### src/verilog/adcs_map.svh
// Register offsets, field positions, reset values and timing counts of the conversion sequencer
// Behaviour
// - Successive approximation yields unsigned 8-bit result
// - Conversion starts only by writing start one
// - Start flag reads one until conversion ends
// - Completion sets conversion-done request bit
// - Interrupt raised only while enable is one
// - Result loads same cycle flag clears, then idle
// - Each start flag write while idle reconverts; a start write during a conversion is ignored
// - Writing zero stops; other bits read one
// - Port mode register write-only, resets zero
`ifndef ADCS_MAP_SVH
`define ADCS_MAP_SVH
// Byte addresses on the register bus
`define ADCS_OFF_MODE 8'h00
`define ADCS_OFF_START 8'h04
`define ADCS_OFF_RESULT 8'h08
`define ADCS_OFF_PORT0 8'h0C
`define ADCS_OFF_IRQ_REQ 8'h10
`define ADCS_OFF_IRQ_EN 8'h14
// Field positions
`define ADCS_BIT_START 7
`define ADCS_BIT_DONE 0
// Reset and fixed values
`define ADCS_RST_MODE 8'h00
`define ADCS_RST_PORT0 8'h00
`define ADCS_START_RSVD 7'h7F
// Cycles spent sampling the input before the bit trials
`define ADCS_SAMPLE_CYCLES 4
// Cycles each trial code is held so the synchronised comparator settles
`define ADCS_SETTLE_CYCLES 6
`endif

### src/verilog/adcs_pkg.sv
// Types shared by the conversion sequencer files
package adcs_pkg;
  // Sequencer states, one-hot
  typedef enum logic [2:0]
  {
    ADCS_IDLE = 3'b001,
    ADCS_SAMPLE = 3'b010,
    ADCS_TRIAL = 3'b100
  } adcs_state_t;
endpackage : adcs_pkg

### src/verilog/adcs_sar.sv
// Successive-approximation bit trial register
module adcs_sar #(
  parameter int WIDTH = 8
) (
  input wire logic aclk,
  input wire logic aresetn,
  input wire logic load,
  input wire logic step,
  input wire logic comp_above,
  output logic [WIDTH-1:0] trial,
  output logic last
);
  logic [WIDTH-1:0] trial_ff;
  logic [WIDTH-1:0] mark_ff;
  logic [WIDTH-1:0] nxt_trial;
  logic [WIDTH-1:0] nxt_mark;

  ////////////////////////////////////////////////////////////////
  // Per-bit trial: keep or drop marked bit, set next one
  always_comb
  begin
    nxt_trial = trial_ff;
    nxt_mark = mark_ff;
    if (load)
    begin
      nxt_mark = {1'b1, {(WIDTH-1){1'b0}}};
      nxt_trial = {1'b1, {(WIDTH-1){1'b0}}};
    end
    else if (step)
    begin
      nxt_mark = mark_ff >> 1;
      for (int i = 0; i < WIDTH; i++)
      begin
        if (mark_ff[i])
        begin
          // Drop bit if trial overshoots input
          nxt_trial[i] = ~comp_above ? 1'b0 : 1'b1;
          if (i > 0)
          begin
            nxt_trial[i-1] = 1'b1;
          end
        end
      end
    end
  end

  // Register stage
  always_ff @(posedge aclk)
  begin
    if (!aresetn)
    begin
      trial_ff <= '0;
      mark_ff <= '0;
    end
    else
    begin
      trial_ff <= nxt_trial;
      mark_ff <= nxt_mark;
    end
  end

  assign trial = trial_ff;
  assign last = ~|mark_ff; // All bits decided once the mark shifts out
endmodule : adcs_sar

### src/verilog/adcs_sync.sv
// Two-flop synchroniser for the comparator level
module adcs_sync (
  input wire logic aclk,
  input wire logic aresetn,
  input wire logic din,
  output logic dout
);
  logic meta_ff;
  logic sync_ff;

  // Two stages, first read only by second
  always_ff @(posedge aclk)
  begin
    if (!aresetn)
    begin
      meta_ff <= 1'b0;
      sync_ff <= 1'b0;
    end
    else
    begin
      meta_ff <= din;
      sync_ff <= meta_ff;
    end
  end

  assign dout = sync_ff;
endmodule : adcs_sync

### src/verilog/adcs_top.sv
// AXI4-Lite conversion sequencer top with registers and interrupt
`include "adcs_map.svh"
module adcs_top #(
  parameter int WIDTH = 8,
  parameter int SAMPLE_CYCLES = `ADCS_SAMPLE_CYCLES
) (
  input wire logic aclk,
  input wire logic aresetn,
  input wire logic [7:0] s_axi_awaddr,
  input wire logic s_axi_awvalid,
  output logic s_axi_awready,
  input wire logic [31:0] s_axi_wdata,
  input wire logic [3:0] s_axi_wstrb,
  input wire logic s_axi_wvalid,
  output logic s_axi_wready,
  output logic [1:0] s_axi_bresp,
  output logic s_axi_bvalid,
  input wire logic s_axi_bready,
  input wire logic [7:0] s_axi_araddr,
  input wire logic s_axi_arvalid,
  output logic s_axi_arready,
  output logic [31:0] s_axi_rdata,
  output logic [1:0] s_axi_rresp,
  output logic s_axi_rvalid,
  input wire logic s_axi_rready,
  input wire logic comp_above,
  output logic [WIDTH-1:0] dac_trial,
  output logic sampling,
  output logic [7:0] converter_mode,
  output logic [7:0] port_zero_mode,
  output logic irq
);
  // Bus write capture and read response
  logic aw_hold_ff, nxt_aw_hold;
  logic [7:0] aw_addr_ff, nxt_aw_addr;
  logic w_hold_ff, nxt_w_hold;
  logic [31:0] w_data_ff, nxt_w_data;
  logic [3:0] w_strb_ff, nxt_w_strb;
  logic bvalid_ff, nxt_bvalid;
  logic [1:0] bresp_ff, nxt_bresp;
  logic rvalid_ff, nxt_rvalid;
  logic [31:0] rdata_ff, nxt_rdata;
  logic [1:0] rresp_ff, nxt_rresp;
  // Channel readies, kept in flops so outputs need no gate
  logic awready_ff, wready_ff, arready_ff;
  // Register state
  logic [7:0] mode_ff, nxt_mode;
  logic [7:0] port0_ff, nxt_port0;
  logic [WIDTH-1:0] result_ff, nxt_result;
  logic done_req_ff, nxt_done_req;
  logic done_en_ff, nxt_done_en;
  logic irq_ff, nxt_irq;
  // Sequencer state
  adcs_pkg::adcs_state_t state_ff, nxt_state;
  logic [7:0] cnt_ff, nxt_cnt; // Sample and settle wait
  // Trial code held this long before the comparator is trusted
  localparam int SETTLE_CYCLES = `ADCS_SETTLE_CYCLES;
  // Internal strobes
  logic wr_fire, wr_byte0, start_wr, stop_wr;
  logic sar_load, sar_step, sar_last;
  logic [WIDTH-1:0] sar_trial;
  logic comp_sync;
  logic busy, complete;
  logic sample_ff, nxt_sample;
  logic [WIDTH-1:0] dac_ff;

  ////////////////////////////////////////////////////////////////
  // Comparator from analog side, synchronised
  adcs_sync u_sync (
    .aclk(aclk),
    .aresetn(aresetn),
    .din(comp_above),
    .dout(comp_sync)
  );

  // Bit trial engine
  adcs_sar #(.WIDTH(WIDTH)) u_sar (
    .aclk(aclk),
    .aresetn(aresetn),
    .load(sar_load),
    .step(sar_step),
    .comp_above(comp_sync),
    .trial(sar_trial),
    .last(sar_last)
  );

  ////////////////////////////////////////////////////////////////
  // Write decode: both halves held, response free
  assign wr_fire = aw_hold_ff && w_hold_ff && !bvalid_ff;
  assign wr_byte0 = wr_fire && w_strb_ff[0];
  assign start_wr = wr_byte0 && (aw_addr_ff == `ADCS_OFF_START) && w_data_ff[`ADCS_BIT_START];
  assign stop_wr = wr_byte0 && (aw_addr_ff == `ADCS_OFF_START) && !w_data_ff[`ADCS_BIT_START];
  assign busy = (state_ff != adcs_pkg::ADCS_IDLE);
  assign complete = (state_ff == adcs_pkg::ADCS_TRIAL) && sar_last && !stop_wr;

  // Bus channel next values
  always_comb
  begin
    nxt_aw_hold = aw_hold_ff;
    nxt_aw_addr = aw_addr_ff;
    nxt_w_hold = w_hold_ff;
    nxt_w_data = w_data_ff;
    nxt_w_strb = w_strb_ff;
    nxt_bvalid = bvalid_ff;
    nxt_bresp = bresp_ff;
    nxt_rvalid = rvalid_ff;
    nxt_rdata = rdata_ff;
    nxt_rresp = rresp_ff;
    // Take address and data in either order
    if (!aw_hold_ff && s_axi_awvalid)
    begin
      nxt_aw_hold = 1'b1;
      nxt_aw_addr = {s_axi_awaddr[7:2], 2'b00};
    end
    if (!w_hold_ff && s_axi_wvalid)
    begin
      nxt_w_hold = 1'b1;
      nxt_w_data = s_axi_wdata;
      nxt_w_strb = s_axi_wstrb;
    end
    // Response after both halves
    if (wr_fire)
    begin
      nxt_aw_hold = 1'b0;
      nxt_w_hold = 1'b0;
      nxt_bvalid = 1'b1;
      case (aw_addr_ff)
        `ADCS_OFF_MODE, `ADCS_OFF_START, `ADCS_OFF_RESULT, `ADCS_OFF_PORT0, `ADCS_OFF_IRQ_REQ, `ADCS_OFF_IRQ_EN:
          nxt_bresp = 2'b00;
        default:
          nxt_bresp = 2'b10;
      endcase
    end
    else if (bvalid_ff && s_axi_bready)
    begin
      nxt_bvalid = 1'b0;
    end
    // Read: one cycle to data
    if (rvalid_ff && s_axi_rready)
    begin
      nxt_rvalid = 1'b0;
    end
    else if (!rvalid_ff && s_axi_arvalid)
    begin
      nxt_rvalid = 1'b1;
      nxt_rresp = 2'b00;
      case ({s_axi_araddr[7:2], 2'b00})
        `ADCS_OFF_MODE:
          nxt_rdata = {24'h000000, mode_ff};
        `ADCS_OFF_START:
          nxt_rdata = {24'h000000, busy, `ADCS_START_RSVD};
        `ADCS_OFF_RESULT:
          nxt_rdata = {{(32-WIDTH){1'b0}}, result_ff};
        `ADCS_OFF_PORT0:
          nxt_rdata = 32'h00000000;
        `ADCS_OFF_IRQ_REQ:
          nxt_rdata = {31'h00000000, done_req_ff};
        `ADCS_OFF_IRQ_EN:
          nxt_rdata = {31'h00000000, done_en_ff};
        default:
        begin
          nxt_rdata = 32'h00000000;
          nxt_rresp = 2'b10;
        end
      endcase
    end
  end

  ////////////////////////////////////////////////////////////////
  // Register file next values
  always_comb
  begin
    nxt_mode = mode_ff;
    nxt_port0 = port0_ff;
    nxt_done_en = done_en_ff;
    nxt_done_req = done_req_ff;
    nxt_result = result_ff;
    if (wr_byte0 && aw_addr_ff == `ADCS_OFF_MODE)
    begin
      nxt_mode = w_data_ff[7:0];
    end
    if (wr_byte0 && aw_addr_ff == `ADCS_OFF_PORT0)
    begin
      nxt_port0 = w_data_ff[7:0];
    end
    if (wr_byte0 && aw_addr_ff == `ADCS_OFF_IRQ_EN)
    begin
      nxt_done_en = w_data_ff[`ADCS_BIT_DONE];
    end
    // Write one clears the request
    if (wr_byte0 && aw_addr_ff == `ADCS_OFF_IRQ_REQ && w_data_ff[`ADCS_BIT_DONE])
    begin
      nxt_done_req = 1'b0;
    end
    // Completion wins over a clear
    if (complete)
    begin
      nxt_done_req = 1'b1;
      nxt_result = sar_trial;
    end
  end

  ////////////////////////////////////////////////////////////////
  // Sequencer next state
  always_comb
  begin
    nxt_state = state_ff;
    nxt_cnt = cnt_ff;
    sar_load = 1'b0;
    sar_step = 1'b0;
    case (state_ff)
      adcs_pkg::ADCS_IDLE:
      begin
        // Fresh conversion on each start write
        if (start_wr)
        begin
          nxt_state = adcs_pkg::ADCS_SAMPLE;
          nxt_cnt = 8'(SAMPLE_CYCLES - 1);
        end
      end
      adcs_pkg::ADCS_SAMPLE:
      begin
        if (stop_wr)
        begin
          nxt_state = adcs_pkg::ADCS_IDLE;
        end
        else if (cnt_ff == 8'h00)
        begin
          nxt_state = adcs_pkg::ADCS_TRIAL;
          sar_load = 1'b1;
          nxt_cnt = 8'(SETTLE_CYCLES - 1);
        end
        else
        begin
          nxt_cnt = cnt_ff - 8'h01;
        end
      end
      adcs_pkg::ADCS_TRIAL:
      begin
        if (stop_wr)
        begin
          nxt_state = adcs_pkg::ADCS_IDLE;
        end
        else if (sar_last)
        begin
          nxt_state = adcs_pkg::ADCS_IDLE;
        end
        else if (cnt_ff == 8'h00)
        begin
          // Comparator settled: decide bit, restart the wait
          sar_step = 1'b1;
          nxt_cnt = 8'(SETTLE_CYCLES - 1);
        end
        else
        begin
          nxt_cnt = cnt_ff - 8'h01;
        end
      end
      default:
        nxt_state = adcs_pkg::ADCS_IDLE;
    endcase
    nxt_sample = (nxt_state == adcs_pkg::ADCS_SAMPLE);
    nxt_irq = nxt_done_req && nxt_done_en;
  end

  ////////////////////////////////////////////////////////////////
  // All state registers
  always_ff @(posedge aclk)
  begin
    if (!aresetn)
    begin
      aw_hold_ff <= 1'b0;
      aw_addr_ff <= 8'h00;
      w_hold_ff <= 1'b0;
      w_data_ff <= 32'h00000000;
      w_strb_ff <= 4'h0;
      bvalid_ff <= 1'b0;
      bresp_ff <= 2'b00;
      rvalid_ff <= 1'b0;
      rdata_ff <= 32'h00000000;
      rresp_ff <= 2'b00;
      awready_ff <= 1'b1;
      wready_ff <= 1'b1;
      arready_ff <= 1'b1;
      mode_ff <= `ADCS_RST_MODE;
      port0_ff <= `ADCS_RST_PORT0;
      result_ff <= '0;
      done_req_ff <= 1'b0;
      done_en_ff <= 1'b0;
      irq_ff <= 1'b0;
      state_ff <= adcs_pkg::ADCS_IDLE;
      cnt_ff <= 8'h00;
      sample_ff <= 1'b0;
      dac_ff <= '0;
    end
    else
    begin
      aw_hold_ff <= nxt_aw_hold;
      aw_addr_ff <= nxt_aw_addr;
      w_hold_ff <= nxt_w_hold;
      w_data_ff <= nxt_w_data;
      w_strb_ff <= nxt_w_strb;
      bvalid_ff <= nxt_bvalid;
      bresp_ff <= nxt_bresp;
      rvalid_ff <= nxt_rvalid;
      rdata_ff <= nxt_rdata;
      rresp_ff <= nxt_rresp;
      awready_ff <= !nxt_aw_hold;
      wready_ff <= !nxt_w_hold;
      arready_ff <= !nxt_rvalid;
      mode_ff <= nxt_mode;
      port0_ff <= nxt_port0;
      result_ff <= nxt_result;
      done_req_ff <= nxt_done_req;
      done_en_ff <= nxt_done_en;
      irq_ff <= nxt_irq;
      state_ff <= nxt_state;
      cnt_ff <= nxt_cnt;
      sample_ff <= nxt_sample;
      dac_ff <= sar_trial;
    end
  end

  // Outputs straight from flops
  assign s_axi_awready = awready_ff;
  assign s_axi_wready = wready_ff;
  assign s_axi_bvalid = bvalid_ff;
  assign s_axi_bresp = bresp_ff;
  assign s_axi_arready = arready_ff;
  assign s_axi_rvalid = rvalid_ff;
  assign s_axi_rdata = rdata_ff;
  assign s_axi_rresp = rresp_ff;
  assign converter_mode = mode_ff;
  assign port_zero_mode = port0_ff;
  assign dac_trial = dac_ff;
  assign sampling = sample_ff;
  assign irq = irq_ff;
endmodule : adcs_top

### config.mk
export PLATFORM = sky130hd
export DESIGN_NAME = adcs_top
export DESIGN_NICKNAME = d
export VERILOG_FILES = /design/src/verilog/adcs_pkg.sv /design/src/verilog/adcs_sar.sv /design/src/verilog/adcs_sync.sv /design/src/verilog/adcs_top.sv
export VERILOG_INCLUDE_DIRS = /design/src /design/src/verilog
export SDC_FILE = /design/constraint.sdc
export NUM_CORES = 1
export LEC_CHECK = 0
export ABC_AREA = 1
export BUFFER_PORTS_ARGS = -buffer_cell sky130_fd_sc_hd__buf_4
export CORE_UTILIZATION = 39
export CTS_CLUSTER_DIAMETER = 30
export DETAILED_ROUTE_END_ITERATION = 8
export PLACE_DENSITY_LB_ADDON = 0.08
export REMOVE_ABC_BUFFERS = 1
export SLEW_MARGIN = 20
export SYNTH_ARGS = -nofsm -noshare
export SYNTH_HDL_FRONTEND = slang
export SYNTH_SLANG_ARGS = --single-unit
### constraint.sdc
create_clock -name aclk -period 2.05 [get_ports aclk]
set_input_delay 0.41 -clock aclk [delete_from_list [all_inputs] [get_ports aclk]]
set_output_delay 0.41 -clock aclk [all_outputs]
set_load 0.05 [all_outputs]
Yosys cells after proc, flatten, opt, wreduce, memory -nomap -nowiden
Cells that the tools add are included.

storage, ports and cells
  bits in writable memories = 0
  memories kept = 0
  input bits = 60
  latch bits = 0
  memory bits (read-only) = 0
  register bits = 123
  output and inout port bits = 67
  logic and storage cells = 161

cells by class
  multiply operators = 0
  magnitude comparators = 0
  shift operators = 0
  multiplexer cells = 47
  reduce and logical (&&, ||, !) cells = 55
  equal/unequal tests = 21
  bitwise operators = 2
  add/subtract/negate cells = 1
  divide/modulo/power cells = 0

operators by type and width
  cell                                                                     number
  8-bit 2-to-1 mux                                                         9
  8-bit one-hot mux with 5 select lines                                    1
  6-bit by 2-bit == test with 1-bit output, second input constant          4
  6-bit by 3-bit == test with 1-bit output, second input constant          4
  8-bit one-hot mux with 3 select lines                                    1
  2-bit 2-to-1 mux                                                         11
  1-bit logical AND                                                        19
  1-bit 2-to-1 mux                                                         19
  2-bit AND reduction                                                      9
  8-bit logical NOT                                                        2
  2-bit nonzero test                                                       8
  3-bit 2-to-1 mux                                                         5
  6-bit by 1-bit == test with 1-bit output, second input constant          2
  6-bit OR reduction                                                       2
  1-bit logical NOT                                                        10
  3-bit one-hot mux with 3 select lines                                    1
  4-bit by 2-bit inequality test with 1-bit output, second input constant  2
  8-bit OR reduction                                                       1
  8-bit by 1-bit subtractor with 8-bit output, second input constant       1
  3-bit by 2-bit == test with 1-bit output, second input constant          2
  6-bit logical NOT                                                        1
  2-bit inequality test, second input constant                             3
  5-bit AND reduction                                                      1
  3-bit by 1-bit == test with 1-bit output, second input constant          1
  other kinds (6)                                                          7

Longest topological paths before layout
  word-level depth = 16
  depth in mapped cells = 12
  mapped depth without buffers = 11

Modules after synthesis
Synthesis repeated with hierarchy kept, for this count alone.

unflattened totals
  cells, all modules = 570
  area, all modules = 4,237.8 µm²

modules (own cells, without submodules)
  module     cells each  instances  area an instance (µm²)  seq. area each (µm²)
  adcs_top   466         1          3,460.8                 1,581.5
  adcs_sar   98          1          721.9                   320.3
  adcs_sync  6           1          55.1                    40.0

Worst setup path before layout
OpenSTA, ideal clock, no wires.

  kind = register to register
  from = reg bvalid_ff, in the netlist s_axi_bvalid
  to = reg u_sar.trial_ff[7], in the netlist u_sar.trial[7]
  data required time = 1.938 ns
  setup slack = 0.359 ns
  library setup time = 0.112 ns
  buffers on the path = 0
  arrival = 1.578 ns
  cell stages (with the launch flop) = 10
  clock period less this slack = 1.691 ns
  path through = dfxtp_1 inv_1 nand4_2 nor2_4 nand2_2 nand2_1 nor2_2 nand2_1 nand2_1 nand2_1

between the ends
  longest elaborated chain between the ends = 9
  elaborated cells on any way between the ends = 13
  those cells by class = mux (5); reduce/logical (8)

RTL lines
  element                              RTL line                          source
  from (decl)                          adcs_top.sv:39                    logic bvalid_ff, nxt_bvalid;
  from (signal assigned)               adcs_top.sv:303                   bvalid_ff <= nxt_bvalid;
  1-bit logical NOT *                  adcs_top.sv:89                    assign wr_fire = aw_hold_ff && w_hold_ff && !bvalid_ff;
  1-bit logical AND *                  adcs_top.sv:89
  1-bit logical AND *                  adcs_top.sv:90                    assign wr_byte0 = wr_fire && w_strb_ff[0];
  1-bit logical AND * (2 in a row)     adcs_top.sv:92                    assign stop_wr = wr_byte0 && (aw_addr_ff == `ADCS_OFF_START) && !w_data_ff[`ADCS_BIT_START];
  1-bit 2-to-1 mux (on tied branches)  adcs_top.sv:223, adcs_top.sv:240
  1-bit 2-to-1 mux                     adcs_top.sv:211                   case (state_ff)
  2-bit nonzero test (no line)         n/a
  2-bit AND reduction (no line)        n/a
  to (signal assigned)                 adcs_sar.sv:57                    trial_ff <= nxt_trial;
  to (decl)                            adcs_sar.sv:13                    logic [WIDTH-1:0] trial_ff;

Every way passes the cells marked *; elsewhere a longest branch is shown, timed or not.
A chain may end at the register's enable or synchronous reset.

Worst setup path after layout
  from = reg cnt_ff[0]
  to = reg u_sar.trial_ff[6], in the netlist u_sar.trial[6]

between the ends
  longest elaborated chain between the ends = 6
  elaborated cells on any way between the ends = 9
  those cells by class = mux (6); reduce/logical (3)

RTL lines
  element                        RTL line                          source
  from (decl)                    adcs_top.sv:55                    logic [7:0] cnt_ff, nxt_cnt;
  from (signal assigned)         adcs_top.sv:318                   cnt_ff <= nxt_cnt;
  8-bit logical NOT *            adcs_top.sv:227, adcs_top.sv:248
  1-bit 2-to-1 mux *             adcs_top.sv:227, adcs_top.sv:248
  1-bit 2-to-1 mux               adcs_top.sv:244                   else if (sar_last)
  1-bit 2-to-1 mux               adcs_top.sv:240                   if (stop_wr)
  1-bit 2-to-1 mux               adcs_top.sv:211
  2-bit AND reduction (no line)  n/a

Marks and branches as above.

==> summary.md <==
| Metric | Value |
|---|---|
| Fill cells | `around 1100` |
| Clk_lat worst skew | `about 0.38 ns` |
| Hold-fix buffers, CTS | `0` |
| Worst hold path type | `input port to flop` |
| Largest net degree at the start of global routing | `29` |
| Initial antenna violation count | `0` |
| Number of placed cells counting well taps | `789` |
| Worst path cell trace | `inv_1 -> ha_1 -> nand2_2 -> nor2_4 -> nand2_2 -> nor2_1 -> nand2_2 -> inv_2 -> nor2_4 -> inv_2 -> a21oi_1` |
| CP Launch Type | `flop` |
| Mux cell area share after synthesis | `0` |
| Vias in the first global route | `about 3400` |
| Largest buffer count on any clock path | `2` |
| Num CTS Buffers | `9` |
| Initial Util | `0.399` |
| Ranking of synthesized cells by area | `dfxtp_1, nand2_1, nor2_1, o21ai_0, inv_1` |
| Syn Inst Count | `approximately 590` |
| WL/cell | `approximately 12 um` |
| Site Rows | `38` |
| TritonRoute pass-1 iters | `6` |
| Grt ovf | `0` |
| Outcome | `finished with violations` |
| Hold slack | `around 0.21 ns` |
| Final instance area | `around 5000 um2` |
| Largest family of logic cells by synthesized area | `simple AND/OR/NAND/NOR gates` |
| Critical Path RT | `between 2 and 2.5 ns` |
| Post-synthesis compound-gate area fraction | `0.132` |
| Yosys top cell by area | `dfxtp_1` |
| Critical setup path kind | `flop to flop` |
| Clock sinks | `97` |
| Worst Skew | `roughly 0.015 ns` |
| Synth top area share | `0.449` |
| DR vias/cell | `around 4.8` |
| P&R area growth vs syn | `18.4%` |
| Iter 0 DRT Violations | `115` |
| Final net count | `721` |
| Final Hold Fails | `0` |
| RSZ-0062 raised after global routing | `false` |
| # DRC | `1` |
| Clock period minus worst slack | `~1.8 ns` |
| Via count | `3830` |
| Ys flop type | `dfxtp_1` |
| Synth Area in XOR/XNOR | `0` |
| DRT antenna net count | `0` |
| Share of cells above drive strength 1 | `0.206` |
| Kind of cell adding the most delay to the critical path | `simple AND/OR/NAND/NOR gates` |
| Antenna Cells | `0` |
| DIE HEIGHT | `between 100 and 150 um` |
| Placed cell area | `4870 um2` |
| Top-count cell post-synth | `nand2_1` |
| Cell variety after synth | `33` |
| Final wirelength | `between 9000 and 10000 um` |
| Adder-Cell Fraction of Synth Area | `0.00289` |
| Core footprint | `approximately 11000 um2` |
| Yosys warning total | `0` |
| Fin crit share | `0.874` |
| H-tree depth | `3` |
| Post-Synth Simple-Gate Area | `0.291` |
| Gp weighted congestion | `0.781` |
| Most used cell, CP | `nand2_2` |
| Final core occ | `0.472` |
| Setup TNS | `0 ns` |
| Crit-path max FO | `12` |
| Post-synth top cells | `nand2_1, dfxtp_1, nor2_1` |
| Worst Path Arrival | `2.05 ns` |
| Sequential-to-total area share from yosys stat | `0.449` |
| Root buffer cell | `clkbuf_8` |
| Final setup fails | `0` |
| Async set or reset register ratio after synthesis | `0` |
| Total setup buffers inserted after CTS | `0` |
| VDD IR-drop max | `approximately 0.00046 V` |
| Failing checks | `DRC` |
| Avg Cell Area, Syn | `approximately 7.3 um2` |
| Die Wd | `107 um` |
| Post-route insts no fill | `just over 800` |
| Cell Pwr Density | `about 740 nW/um2` |
| Max cap viols | `0` |
| Io pins | `127` |
| Detailed placement HPWL | `~7200 um` |
| Fmax | `between 500 and 600 MHz` |
| PortBufs | `69` |
| Post-synth EDFFs | `0` |
| Clock Pin Slew Worst Setup and Hold Paths | `around 0.090 ns` |
| Worst path bufs/invs | `3` |
| Gates resized, CTS repair | `0` |
| Worst path max stage delay | `about 0.34 ns` |
| Post-synthesis cell area | `between 4000 and 5000 um2` |
| First-pass GRT wire length | `around 16000 um` |
| Max-slew violation count | `0` |
| Critical Path Slowest Stage Cell | `dfxtp_1` |
| Yosys reg bits | `97` |
| Static leakage | `2.27 nW` |
| Total GRT Usage | `0.179` |
| CTS tree | `built` |
| CP endpoint kind | `flop` |
| Die area | `around 12000 um2` |
## where the power goes
group	total [mW]	internal (mW)	switching, mW
combinational	0.378	0.0969	0.281
sequential	1.96	1.93	0.0297
clock	1.44	0.762	0.682
total	3.78	2.78	0.993
## layout make-up
class / count / area (um2) / area share
Timing Repair Buffer: 75 / 563 / 0.110
Inverter: 68 / 255 / 0.0499
Tap cell: 140 / 175 / 0.0342
Clock inverter: 5 / 86.3 / 0.0169
Multi-Input combinational cell: 409 / 1940 / 0.380
Clock buffer: 11 / 151 / 0.0296
Sequential cell: 97 / 1940 / 0.379
## sequential cells by signal, indices dropped and copies added (netlist names), 3 cells and up
| name | count |
|---|---|
| aw_addr_ff | 6 |
| state_ff | 3 |
| w_data_ff | 8 |
| dac_trial | 8 |
| result_ff | 8 |
| u_sar.trial | 8 |
| port_zero_mode | 8 |
| s_axi_rdata | 8 |
| cnt_ff | 8 |
| converter_mode | 8 |
| u_sar.mark_ff | 8 |
## metal layers
layer / up-vias / wire [um] / global-route usage
met5: - / 0 / 0
li1: 1977 / - / -
met3: 8 / 543 / 0.0599
met4: 0 / 102 / 0.0577
met1: 1751 / 4530 / 0.221
met2: 94 / 4550 / 0.292
## cells in the final DEF, fill, tap and decap left out, types with 6 or more instances in the layout
cell type	netlist	layout
a21oi_1	37	37
a21oi_2	11	11
buf_4	27	75
clkbuf_8	0	11
conb_1	1	26
dfxtp_1	97	97
inv_1	56	56
inv_2	7	7
nand2_1	118	118
nand3_1	31	31
nand4_1	12	12
nor2_1	84	84
nor2_2	9	9
o21ai_0	45	45
o21ai_1	6	6
## worst reg2reg max path, stage by stage, from the launching register on
cell     delay [ns]
dfxtp_1        0.34
inv_1          0.10
ha_1           0.19
nand2_2        0.09
nor2_4         0.14
nand2_2        0.15
nor2_1         0.15
nand2_2        0.08
inv_2          0.08
nor2_4         0.04
inv_2          0.26
a21oi_1        0.07
## cells by family (layout without fill, tap and decap cells)
logic type	Yosys count	in the layout
and+or+nand+nor	279	279
buffers and inverters	108	159
AOI/OAI and AO/OA	103	103
DFF	97	97
adders and majority gates	1	1
other	1	26
## through the flow
| step | power, mW | setup slack (ns) |
|---|---|---|
| after global placement | 2.38 | 0.294 |
| after global routing | 3.95 | 0.00130 |
| after CTS | 3.83 | 0.217 |
| final | 3.78 | 0.259 |
| after detailed placement | 2.38 | 0.244 |
| after floorplan | 2.26 | 0.320 |
## final timing paths
path | start | endpoint | slack, ns | cells after the start
setup / recovery | cnt_ff[0] | u_sar.trial[6] | 0.26 | 11
hold reg to reg | u_sync.meta_ff | u_sync.dout | 0.42 | 2
hold / removal | comp_above | u_sync.meta_ff | 0.21 | 3
setup reg to reg | cnt_ff[0] | u_sar.trial[6] | 0.26 | 11
(Power assumes the default switching activity.)
